==> src/logic/tx_seq_pkg.sv <==
/*
 Package for the telemetry transmit sequencer: register map, field layout,
 reset values, timing counts and the carrier structs.
 Assumes a 200 MHz reference clock.
*/
package tx_seq_pkg;
   localparam int unsigned CLK_HZ          = 200_000_000;
   localparam int unsigned RETRY_MS        = 200;
   localparam int unsigned FAIL_MS         = 1000;
   localparam int unsigned FLASH_MS        = 20;
   localparam int unsigned FLICKER_MS      = 25;
   localparam int unsigned RETRY_CYC       = CLK_HZ / 1000 * RETRY_MS;
   localparam int unsigned FAIL_CYC        = CLK_HZ / 1000 * FAIL_MS;
   localparam int unsigned FLASH_CYC       = CLK_HZ / 1000 * FLASH_MS;
   localparam int unsigned FLICKER_CYC     = CLK_HZ / 1000 * FLICKER_MS;
   localparam logic [2:0]  MAX_SENDS       = 3'h5;

   localparam logic [3:0]  ADR_CTRL        = 4'h0;
   localparam logic [3:0]  ADR_STATUS      = 4'h4;
   localparam logic [3:0]  ADR_ID          = 4'h8;
   localparam logic [3:0]  ADR_PACKET      = 4'hC;

   localparam int          CTRL_ACK_BIT    = 0;
   localparam int          CTRL_TXDONE_BIT = 1;
   localparam int          CTRL_ENABLE_BIT = 2;
   localparam logic [31:0] CTRL_RESET      = 32'h0000_0004;
   localparam logic [33:0] ID_DEFAULT      = 34'h0_1234_5678;   // Arbitrary identity

   typedef struct packed {
      logic [33:0] ident;
      logic [3:0]  chan;
      logic        ack_req;
      logic        auto_alloc;
   } packet_t;

   typedef struct packed {
      logic [3:0]  adr;
      logic [31:0] dat;
      logic        we;
      logic [3:0]  sel;
      logic        stb;
      logic        cyc;
   } wb_req_t;
endpackage

==> src/logic/down_timer.sv <==
/*
 Loadable down counter that pulses when it reaches zero.
 Assumes the load value is at least one.
*/
`timescale 1ns/100ps
module down_timer
(
   input  wire logic        i_ref_clk,
   input  wire logic        i_rst,
   input  wire logic        i_load,
   input  wire logic [27:0] i_count,
   output logic             o_expire,
   output logic             o_busy
);
   logic [27:0] cnt;

   always_ff @(posedge i_ref_clk)
   begin
      if (i_rst)
      begin
         cnt      <= 28'h000_0000;
         o_expire <= 1'b0;
      end
      else if (i_load)
      begin
         cnt      <= i_count;
         o_expire <= 1'b0;
      end
      else
      begin
         o_expire <= (cnt == 28'h000_0001);
         if (cnt != 28'h000_0000)
            cnt <= cnt - 28'h000_0001;
      end
   end

   assign o_busy = (cnt != 28'h000_0000);
endmodule

==> src/logic/pin_sync.sv <==
/*
 Two-flop synchroniser for a group of pin inputs.
 Assumes the pins are asynchronous to the reference clock.
*/
`timescale 1ns/100ps
module pin_sync #(parameter int W = 7, parameter logic [6:0] INIT = 7'h7F)
(
   input  wire logic         i_ref_clk,
   input  wire logic         i_rst,
   input  wire logic [W-1:0] i_pin,
   output logic      [W-1:0] o_sync
);
   logic [W-1:0] meta;

   always_ff @(posedge i_ref_clk)
   begin
      if (i_rst)
      begin
         meta   <= INIT[W-1:0];
         o_sync <= INIT[W-1:0];
      end
      else
      begin
         meta   <= i_pin;
         o_sync <= meta;
      end
   end
endmodule

==> src/logic/telemetry_tx_sequencer.sv <==
/*
 Transmit sequencer for a four-channel telemetry transmitter: watches the
 channel inputs, launches packets, handles acknowledge retries and drives the
 status lamp. Registers sit on a classic Wishbone slave.
 Assumes a radio modem that takes o_pkt on o_tx_start and reports done and
 acknowledge as single-cycle pulses on the reference clock.
*/
// Added by the designer: the placing of the registers and the Wishbone interface to the registers.
`timescale 1ns/100ps
module telemetry_tx_sequencer
   import tx_seq_pkg::*;
(
   input  wire logic        i_ref_clk,
   input  wire logic        i_rst,
   input  wire logic [3:0]  i_channel_inputs_n,
   input  wire logic        i_ack_request_n,
   input  wire logic        i_auto_allocate_select_n,
   input  wire logic        i_tx_done,
   input  wire logic        i_ack_rx,
   input  wire logic        i_wb_cyc,
   input  wire logic        i_wb_stb,
   input  wire logic        i_wb_we,
   input  wire logic [3:0]  i_wb_adr,
   input  wire logic [3:0]  i_wb_sel,
   input  wire logic [31:0] i_wb_dat,
   output logic [31:0]      o_wb_dat,
   output logic             o_wb_ack,
   output logic             o_tx_start,
   output packet_t          o_pkt,
   output logic             o_status_lamp_n,
   output logic             o_sleep
);
   typedef enum logic [4:0] {
      S_IDLE  = 5'b00001,
      S_SEND  = 5'b00010,
      S_AIR   = 5'b00100,
      S_WAIT  = 5'b01000,
      S_FAIL  = 5'b10000
   } state_t;

   state_t      state;
   wb_req_t     req;
   logic [6:0]  pins;
   logic [3:0]  chan;
   logic [3:0]  chan_last;
   logic        ack_mode;
   logic        auto_alloc;
   logic [2:0]  sends;
   logic        change;
   logic        enable;
   logic [33:0] ident;
   logic        ack_seen;
   logic        done_seen;
   logic        fail_seen;
   logic        tmr_load;
   logic [27:0] tmr_count;
   logic        tmr_expire;
   logic        tmr_busy;
   logic        flash_load;
   logic        flash_busy;
   logic [27:0] flick_cnt;
   logic        flick_phase;
   logic [31:0] ctrl_merged;

   function automatic logic [31:0] merge(input logic [31:0] old_v,
                                          input logic [31:0] new_v,
                                          input logic [3:0]  sel);
      logic [31:0] r;
      r = old_v;
      for (int b = 0; b < 4; b++)
         if (sel[b])
            r[b*8 +: 8] = new_v[b*8 +: 8];
      return r;
   endfunction

   assign req = '{adr: i_wb_adr, dat: i_wb_dat, we: i_wb_we, sel: i_wb_sel,
                  stb: i_wb_stb, cyc: i_wb_cyc};

   // Only bit 2 of the merged control word is kept
   assign ctrl_merged = merge({29'h0, enable, 2'h0}, req.dat, req.sel);

   // Pins are asynchronous, so all pass two flops first
   pin_sync #(.W(7), .INIT(7'h7F)) u_sync
   (
      .i_ref_clk (i_ref_clk),
      .i_rst     (i_rst),
      .i_pin     ({i_auto_allocate_select_n, i_ack_request_n, i_channel_inputs_n}),
      .o_sync    (pins)
   );

   assign chan       = ~pins[3:0];
   assign ack_mode   = ~pins[4];
   assign auto_alloc = ~pins[5];
   assign change     = (chan != chan_last);

   always_ff @(posedge i_ref_clk)
   begin
      if (i_rst)
         chan_last <= 4'h0;
      else if (state == S_IDLE && change && enable)
         chan_last <= chan;
   end

   // Retry spacing and failure window share one timer
   down_timer u_tmr
   (
      .i_ref_clk (i_ref_clk),
      .i_rst     (i_rst),
      .i_load    (tmr_load),
      .i_count   (tmr_count),
      .o_expire  (tmr_expire),
      .o_busy    (tmr_busy)
   );

   // One short lamp flash per send, retries included
   down_timer u_flash
   (
      .i_ref_clk (i_ref_clk),
      .i_rst     (i_rst),
      .i_load    (flash_load),
      .i_count   (28'(FLASH_CYC)),
      .o_expire  (),
      .o_busy    (flash_busy)
   );

   always_comb
   begin
      tmr_load  = 1'b0;
      tmr_count = 28'(RETRY_CYC);
      if (state == S_SEND)
         tmr_load = 1'b1;
      else if (state == S_WAIT && tmr_expire && sends == MAX_SENDS)
      begin
         tmr_load  = 1'b1;
         tmr_count = 28'(FAIL_CYC);
      end
   end

   assign flash_load = (state == S_SEND);

   always_ff @(posedge i_ref_clk)
   begin
      if (i_rst)
      begin
         state      <= S_IDLE;
         sends      <= 3'h0;
         o_tx_start <= 1'b0;
         o_pkt      <= '0;
      end
      else
      begin
         o_tx_start <= 1'b0;
         case (state)
            S_IDLE:
            begin
               sends <= 3'h0;
               if (change && enable)
               begin
                  o_pkt <= '{ident: ident, chan: chan, ack_req: ack_mode,
                             auto_alloc: auto_alloc};
                  state <= S_SEND;
               end
            end
            S_SEND:
            begin
               o_tx_start <= 1'b1;
               sends      <= sends + 3'h1;
               state      <= S_AIR;
            end
            S_AIR:
            begin
               if (i_ack_rx && o_pkt.ack_req)
                  state <= S_IDLE;
               else if (i_tx_done)
                  state <= o_pkt.ack_req ? S_WAIT : S_IDLE;
            end
            S_WAIT:
            begin
               if (i_ack_rx)
                  state <= S_IDLE;
               else if (tmr_expire)
                  state <= (sends == MAX_SENDS) ? S_FAIL : S_SEND;
            end
            S_FAIL:
            begin
               if (tmr_expire)
                  state <= S_IDLE;
            end
            default:
               state <= S_IDLE;
         endcase
      end
   end

   // Fast flicker for the failure window
   always_ff @(posedge i_ref_clk)
   begin
      if (i_rst || state != S_FAIL)
      begin
         flick_cnt   <= 28'h000_0000;
         flick_phase <= 1'b0;
      end
      else if (flick_cnt == 28'(FLICKER_CYC - 1))
      begin
         flick_cnt   <= 28'h000_0000;
         flick_phase <= ~flick_phase;
      end
      else
         flick_cnt <= flick_cnt + 28'h000_0001;
   end

   always_ff @(posedge i_ref_clk)
   begin
      if (i_rst)
         o_status_lamp_n <= 1'b1;
      else if (state == S_FAIL)
         o_status_lamp_n <= ~flick_phase;
      else
         o_status_lamp_n <= ~(flash_busy || flash_load);
   end

   always_ff @(posedge i_ref_clk)
   begin
      if (i_rst)
         o_sleep <= 1'b1;
      else
         o_sleep <= (state == S_IDLE) && !change && !flash_busy;
   end

   // Sticky events: a set in the clear cycle wins
   always_ff @(posedge i_ref_clk)
   begin
      if (i_rst)
      begin
         ack_seen  <= 1'b0;
         done_seen <= 1'b0;
         fail_seen <= 1'b0;
         enable    <= CTRL_RESET[CTRL_ENABLE_BIT];
         ident     <= ID_DEFAULT;
      end
      else
      begin
         if (req.cyc && req.stb && req.we && !o_wb_ack && req.adr == ADR_STATUS
             && req.sel[0])
         begin
            if (i_wb_dat[CTRL_ACK_BIT])
               ack_seen <= 1'b0;
            if (i_wb_dat[CTRL_TXDONE_BIT])
               done_seen <= 1'b0;
            if (i_wb_dat[CTRL_ENABLE_BIT])
               fail_seen <= 1'b0;
         end
         if (i_ack_rx)
            ack_seen <= 1'b1;
         if (i_tx_done)
            done_seen <= 1'b1;
         if (state == S_FAIL)
            fail_seen <= 1'b1;
         if (req.cyc && req.stb && req.we && !o_wb_ack && req.adr == ADR_CTRL)
            enable <= ctrl_merged[CTRL_ENABLE_BIT];
         if (req.cyc && req.stb && req.we && !o_wb_ack && req.adr == ADR_ID)
            ident[31:0] <= merge(ident[31:0], req.dat, req.sel);
      end
   end

   // Wishbone slave: ack one cycle after strobe, dropped the cycle after
   always_ff @(posedge i_ref_clk)
   begin
      if (i_rst)
      begin
         o_wb_ack <= 1'b0;
         o_wb_dat <= 32'h0000_0000;
      end
      else
      begin
         o_wb_ack <= req.cyc && req.stb && !o_wb_ack;
         case (req.adr)
            ADR_CTRL:   o_wb_dat <= {29'h0, enable, 2'h0};
            ADR_STATUS: o_wb_dat <= {24'h00_0000, state, fail_seen, done_seen, ack_seen};
            ADR_ID:     o_wb_dat <= ident[31:0];
            ADR_PACKET: o_wb_dat <= {22'h0, sends, o_pkt.chan, o_pkt.ack_req,
                                     o_pkt.auto_alloc, 1'b0};
            default:    o_wb_dat <= 32'h0000_0000;
         endcase
      end
   end

   a_idle_quiet: assert property (@(posedge i_ref_clk) disable iff (i_rst)
      (state == S_IDLE && !change) |=> !o_tx_start)
      else $error("Start without input change");
   a_change_start: assert property (@(posedge i_ref_clk) disable iff (i_rst)
      (state == S_IDLE && change && enable) |=> ##1 o_tx_start)
      else $error("Input change did not start a packet");
   a_single_shot: assert property (@(posedge i_ref_clk) disable iff (i_rst)
      (state == S_AIR && i_tx_done && !o_pkt.ack_req) |=> state == S_IDLE)
      else $error("Unacknowledged mode repeated");
   a_send_limit: assert property (@(posedge i_ref_clk) disable iff (i_rst)
      sends <= MAX_SENDS)
      else $error("Too many sends");
   a_ack_stop: assert property (@(posedge i_ref_clk) disable iff (i_rst)
      (state == S_WAIT && i_ack_rx) |=> state == S_IDLE ##1 !o_tx_start)
      else $error("Repeat after acknowledge");
   a_fail_entry: assert property (@(posedge i_ref_clk) disable iff (i_rst)
      (state == S_WAIT && tmr_expire && sends == MAX_SENDS && !i_ack_rx) |=> state == S_FAIL)
      else $error("No flicker after five sends");
   a_lamp_dark: assert property (@(posedge i_ref_clk) disable iff (i_rst)
      (state == S_IDLE && !flash_busy && $past(state) == S_IDLE) |=> o_status_lamp_n)
      else $error("Lamp lit while idle");
   a_lamp_flash: assert property (@(posedge i_ref_clk) disable iff (i_rst)
      (state == S_SEND) |=> !o_status_lamp_n)
      else $error("Lamp not low on send");
   a_packet_fields: assert property (@(posedge i_ref_clk) disable iff (i_rst)
      (state == S_IDLE && change && enable) |=> o_pkt.chan == $past(chan)
         && o_pkt.ident == $past(ident) && o_pkt.ack_req == $past(ack_mode))
      else $error("Packet fields wrong");
   a_start_pulse: assert property (@(posedge i_ref_clk) disable iff (i_rst)
      o_tx_start |=> !o_tx_start)
      else $error("Start pulse longer than one cycle");
   a_ack_pulse: assert property (@(posedge i_ref_clk) disable iff (i_rst)
      o_wb_ack |=> !o_wb_ack)
      else $error("Bus acknowledge held");
   a_sleep_busy: assert property (@(posedge i_ref_clk) disable iff (i_rst)
      (state != S_IDLE) |=> !o_sleep)
      else $error("Sleep flagged while busy");
   a_fail_dwell: assert property (@(posedge i_ref_clk) disable iff (i_rst)
      (state == S_FAIL && !tmr_expire) |=> state == S_FAIL)
      else $error("Flicker window cut short");
endmodule

==> config.mk <==
export PLATFORM = sky130hd
export DESIGN_NAME = telemetry_tx_sequencer
export DESIGN_NICKNAME = d
export VERILOG_FILES = /design/src/logic/tx_seq_pkg.sv /design/src/logic/down_timer.sv /design/src/logic/pin_sync.sv /design/src/logic/telemetry_tx_sequencer.sv
export SDC_FILE = /design/constraint.sdc
export NUM_CORES = 1
export LEC_CHECK = 0
export BUFFER_PORTS_ARGS = -buffer_cell sky130_fd_sc_hd__buf_2
export CAP_MARGIN = 20
export CORE_UTILIZATION = 56
export DETAILED_ROUTE_END_ITERATION = 8
export PLACE_DENSITY = 0.78
export SYNTH_ARGS = -nofsm -noshare
export SYNTH_HDL_FRONTEND = slang
export SYNTH_HIERARCHICAL = 1
export SYNTH_SLANG_ARGS = --single-unit
==> constraint.sdc <==
create_clock -name i_ref_clk -period 5.65 [get_ports i_ref_clk]
set_clock_uncertainty 0.05 [all_clocks]
set_input_delay 0.2825 -clock i_ref_clk [delete_from_list [all_inputs] [get_ports i_ref_clk]]
set_output_delay 0.2825 -clock i_ref_clk [all_outputs]
set_load 0.05 [all_outputs]
==> impl_results.md, run 1 <==
* DRC viols at 0
* Post-route ant nets at 0
* Cts bufs inserted at 23
* Drt total wl at roughly 22 mm
* Drt first pass iters at 6
* Worst path cell trace: nor2b_1 > nand3_1 > nand4bb_1 > nand2_1 > nor2_1 > nand2_4 > o21ai_0
* Vias per std cell at 5.39
* Worst-path clk slew at 0.06 ns
* Syn_area_per_cell at approximately 8.8 µm²
* Post-CTS sizing at 0
* Hold Path Depth at 3
* Boundary Pins at roughly 130
* Filler cell count at approximately 1200
* Initial core utilization at 0.583
* Worst Path Max Fanout at 19
* WP data arrival at roughly 2.8 ns
* Die footprint at between 0.015 and 0.02 mm²
* Vias at 8005
* Post-CTS Setup Bufs at 0
* Hold_ws at ~0.015 ns
* MaxCap Viol Count at 0
* Reg2Reg Depth at 7
* Chip Height at approximately 130 µm
* CTS tree: done
* Rows at 46
* Hold path endpoint: ack_seen$_SDFFE_PP0P_
* Final min period at around 2.5 ns
* Root Buffer: clkbuf_16
* Largest net degree at the start of global routing at 84
* Maximum vdd drop at between 0.0002 and 0.0003 V
* WP buf/inv at 0
* Finished Layout Cells at 1486
* Reg2Reg Capture Point: u_tmr/cnt[22]$_SDFFE_PP0P_
* Worst r2r src: state[3]$_SDFFE_PP0P_
* Final setup vio count at 0
* CP endpoint kind: flop
* Comb power frac at 0.332
* Aggregate global-route resource usage at 0.246
* Chip Width at around 130 µm
* Pleak at approximately 4.6 nW
* Critical path start-end classification: reg2reg
* CP max stage delay at around 0.50 ns
* DPL Wire Length at about 14 mm
* Core ar. at roughly 0.016 mm²
* Grt ovf at 0
* TNS Setup at 0 ns
* WL/cell at around 15 µm
* Pwr/cell area at 459 mW/mm²
* Clock group share of total power at 0.291
* R2r setup slk at ~3.2 ns
* Initial antenna violation count at 0
* Max_slew headroom at 0.399
* RSZ-0062 raised after global routing: false
* Later-pin clock latency in the skew report at about 0.51 ns
* Mapped Area at 0.00939 mm²
* Status: finished clean
* Startpoint types: flop
* H-tree depth at 1
* N_diodes at 0
* Area delta synth->final at 21.5%
* Final #Nets at ~1300
* HP Start: i_ack_rx
* Clk sink count at 220
* Total power at about 5.2 mW
* Gate count of the mapped netlist at 1067
* Placed cells at between 1000 and 1500
* Required @ worst endpoint at 5.97 ns
* Max Fclk at between 400 and 500 MHz
* Sw Ratio at 0.357
* Tcrit/Tclk final at 0.441
* Delay-heaviest family, CP: simple AND/OR/NAND/NOR gates
* Max-slew violation count at 0
* Post-Route Utilization at 0.708
* First-pass GRT wire length at ~36 mm
* Clock Path Buffers at 3
* Worst Setup SP: state[3]$_SDFFE_PP0P_
* Vias in the first global route at approximately 7400
* Yosys warnings at 6
* Port Buffers at ~130
* Cell-internal power at roughly 3.4 mW
* P_sw at around 1.9 mW
* Least-Margin Pin Slew at approximately 0.90 ns
* Final Wtd Congestion at ~0.85
* Sequential share of power at 0.377
* Final hold vios at 0
* 1st-iter DRT viols at 508
* Most common cell after layout, fill and taps aside: dfxtp_1
* Share of layout cells above drive strength 1 at 0.178
* Worst hold path type: in2reg
* Slowest cell on crit path: dfxtp_1
* Most frequent cells in the layout: dfxtp_1 (220), nand2_1 (196), buf_2 (125)
==> layout make-up <==
class | count | area [µm²] | area share
Timing Repair Buffer | 168 | 1060 | 0.0929
Sequential cell | 220 | 4400 | 0.386
Multi-Input combinational cell | 827 | 4840 | 0.424
Clock inverter | 10 | 131 | 0.0115
Tap cell | 216 | 270 | 0.0237
Clock buffer | 29 | 638 | 0.0560
Inverter | 16 | 60.1 | 0.00527
==> what timing repair did <==
item / CTS / global route
hold endpoints to repair: 36 / 0
hold buffers: 35 / 0
endpoints found under the setup margin: 0 / 0
==> sequential cells by signal, summed over array words and instances (netlist names), 5 cells and up <==
name           count
flick_cnt         28
ident             32
o_pkt             38
o_wb_dat          32
state              5
u_flash/cnt       28
u_sync/meta        6
u_sync/o_sync      6
u_tmr/cnt         28
==> worst max-delay path by stage <==
stage / slack (ns) / to / cells past startpoint
finish: 3.16 / u_tmr/cnt[22]$_SDFFE_PP0P_ / 7
global route: 2.97 / u_tmr/cnt[22]$_SDFFE_PP0P_ / 7
CTS: 3.16 / u_tmr/cnt[20]$_SDFFE_PP0P_ / 7
detailed placement: 3.04 / flick_cnt[22]$_SDFF_PP0_ / 5
global placement: 3.06 / flick_cnt[15]$_SDFF_PP0_ / 5
floorplan: 3.71 / u_tmr/cnt[14]$_SDFFE_PP0P_ / 9
==> power groups by stage <==
stage	clock [mW]	combinational, mW	sequential, mW
floorplan	0	1.20	2.14
global placement	0	1.65	1.99
detailed placement	0	1.67	2.00
CTS	1.55	1.70	1.97
global route	1.62	1.92	2.00
finish	1.52	1.74	1.97
==> worst min-delay path, delay by kind of cell <==
kind / cells / cell delay [ns]
AOI/OAI and AO/OA: 1 / 0.05
buffers and inverters: 2 / 0.18
==> metrics by stage <==
step                setup slack (ns)  area [µm²]
global route                    2.97       11400
floorplan                       3.71        9570
CTS                             3.16       11400
global placement                3.06       10200
finish                          3.16       11400
detailed placement              3.04       10200
==> routing by layer <==
metal,vias up,track usage,routed length [µm]
met1,3736,0.320,9410
met2,226,0.423,10600
met5,-,0,0
met3,43,0.0343,1050
li1,4000,-,-
met4,0,0.0730,577
Note: power is estimated with default switching activity, not from simulation.
==> run 2, diff against run 1 <==
==> constraint.sdc (replaced) <==
create_clock -name i_ref_clk -period 2.55 [get_ports i_ref_clk]
set_clock_uncertainty 0.05 [all_clocks]
set_input_delay 0.1275 -clock i_ref_clk [delete_from_list [all_inputs] [get_ports i_ref_clk]]
set_output_delay 0.1275 -clock i_ref_clk [all_outputs]
set_load 0.05 [all_outputs]
==> impl_results.md, run 2 (same netlist as run 1, synthesis figures left out) <==
* Worst hold path type: in2reg
* Final hold vios at 0 (unchanged)
* Cts bufs inserted at 23 (unchanged)
* Most frequent cells in the layout: dfxtp_1 (220), nand2_1 (195), buf_2 (125)
* Post-route ant nets at 0 (unchanged)
* 1st-iter DRT viols at 483 (-4.9%)
* Max reg flops at 38 (unchanged)
* Biggest regs: o_pkt x38, ident x32, o_wb_dat x32
* Clock Path Buffers at 3 (unchanged)
* WP data arrival at 2.88 ns (+0.07 ns)
* Max_slew headroom at 0.591 (+0.192)
* Largest net degree at the start of global routing at 44 (-48%)
* Slowest cell on crit path: dlygate4sd3_1
* Maximum vdd drop at 0.000810 V (+170%)
* Final min period at 2.49 ns (-0.000250 ns)
* Worst Path Max Fanout at 15 (-4)
* Share of layout cells above drive strength 1 at 0.186 (+0.00762)
* CP dominant cell by count: buf_4
* Max-slew violation count at 0 (unchanged)
* Tcrit/Tclk final at 0.977 (+0.536)
* Worst Setup Slack, final at 0.0581 ns (-3.10 ns)
* WL/cell at 15.6 µm (+7.5%)
* MaxCap Viol Count at 0 (unchanged)
* Pleak at 4.77 nW (+3.5%)
* Final setup vio count at 0 (unchanged)
* Least-Margin Pin Slew at 0.612 ns (-0.290 ns)
* Aggregate global-route resource usage at 0.275 (+0.0289)
* Critical path start-end classification: reg2reg
* Initial core utilization at 0.583 (unchanged)
* Status: finished clean
* Clk sink count at 220 (unchanged)
* Worst path cell trace: nand3b_1 > nor4b_2 > buf_4 > and3b_2 > buf_6 > buf_4 > nand3_1 > dlygate4sd3_1 > a21oi_1
* Max Fclk at 401 MHz (about the same)
* Drt total wl at 24.2 mm (+12%)
* Largest Register: o_pkt
* Total power at 11.7 mW (+120%)
* Most common cell after layout, fill and taps aside: dfxtp_1
* CP max stage delay at 0.57 ns (+0.07 ns)
* Grt ovf at 0 (unchanged)
* Rows at 46 (unchanged)
* Initial antenna violation count at 0 (unchanged)
* Root Buffer: clkbuf_16
* DRC viols at 0 (unchanged)
* H-tree depth at 1 (unchanged)
* Die footprint at 0.0173 mm² (unchanged)
* Drt first pass iters at 7 (+1)
* TNS Setup at 0 ns (unchanged)
* Area delta synth->final at 27.3%
* First-pass GRT wire length at 39.6 mm (+11%)
* Worst-path clk slew at 0.07 ns (about the same)
* Final Wtd Congestion at 0.885 (+4.8%)
* CP endpoint kind: flop
* CTS tree: done
* Final #Nets at 1375 (+4.4%)
* Boundary Pins at 129 (unchanged)
* Core ar. at 0.0161 mm² (unchanged)
* Required @ worst endpoint at 2.94 ns (-3.03 ns)
* Later-pin clock latency in the skew report at 0.51 ns (about the same)
* Vias in the first global route at 8150 (+9.4%)
* Startpoint types: flop
* Pre-CTS WS at 0.414 ns (-2.62 ns)
* Vias at 8465 (+5.7%)
* Chip Width at 131 µm (unchanged)
* N_diodes at 0 (unchanged)
* Vias per std cell at 5.47 (+1.6%)
* Pwr/cell area at 981 mW/mm² (+110%)
* Chip Height at 131 µm (unchanged)
* Port Buffers at 126 (unchanged)
* DPL Wire Length at 14.4 mm (+5.6%)
-- run 2: where the power goes --
part           internal, mW  switching (mW)  total (mW)
Combinational          1.53            2.43        3.96
Clock                  2.00            1.39        3.38
Sequential             3.89           0.489        4.38
Total                  7.42            4.30        11.7
-- run 2: worst paths after layout --
check / start / to / slack (ns) / cells after the start
worst min register to register: u_sync/meta[2]$_SDFF_PP1_ / u_sync/o_sync[2]$_SDFF_PP1_ / 0.35 / 1
worst max register to register: o_wb_ack$_SDFF_PP0_ / ident[30]$_SDFFE_PP0P_ / 0.06 / 9
worst max-delay path: o_wb_ack$_SDFF_PP0_ / ident[30]$_SDFFE_PP0P_ / 0.06 / 9
worst min-delay path: i_wb_adr[2] / o_wb_dat[8]$_SDFF_PP0_ / 0.08 / 3
-- run 2: layout make-up --
class	instances	area, µm²
clock buffers	26	597
clock inverters	16	171
well taps	216	270
fillers	1109	4160
repair buffers	226	1600
multi-input cells	827	4850
inverters	16	60.1
flip-flops and latches	220	4400
-- run 2: critical path, delay by kind of cell (launching register included) --
kind	cells	cell delay, ns
AOI/OAI and AO/OA	1	0.15
buffers and inverters	4	1.08
DFF	1	0.32
and+or+nand+nor	4	0.83
-- run 2: per-layer routing --
metal  track usage  routed length, µm  up-vias  share of wire
met4         0.108                823        0          0.034
met1         0.333               9910     3949           0.41
li1              -                  -     4112              -
met5             0                  0        -              0
met3        0.0509               1510       74          0.063
met2         0.481              11900      330           0.49
-- run 2: per-stage QoR --
step	cell area (µm²)	hold slack (ns)	std cells	utilization
global route	12000	0.102	1547	0.742
detailed placement	10400	0.258	1427	0.644
CTS	11900	0.0498	1547	0.741
floorplan	9570	0.175	1115	-
global placement	10400	0.256	1427	0.644
finish	12000	0.0770	1547	0.742
-- run 2: repair_timing --
action | 4_1_cts | 5_1_grt
endpoints found under the setup margin | 0 | 8
gates resized for setup | 0 | 5
hold buffers | 78 | 0
hold endpoints to repair | 46 | 0
buffers inserted | 0 | 0
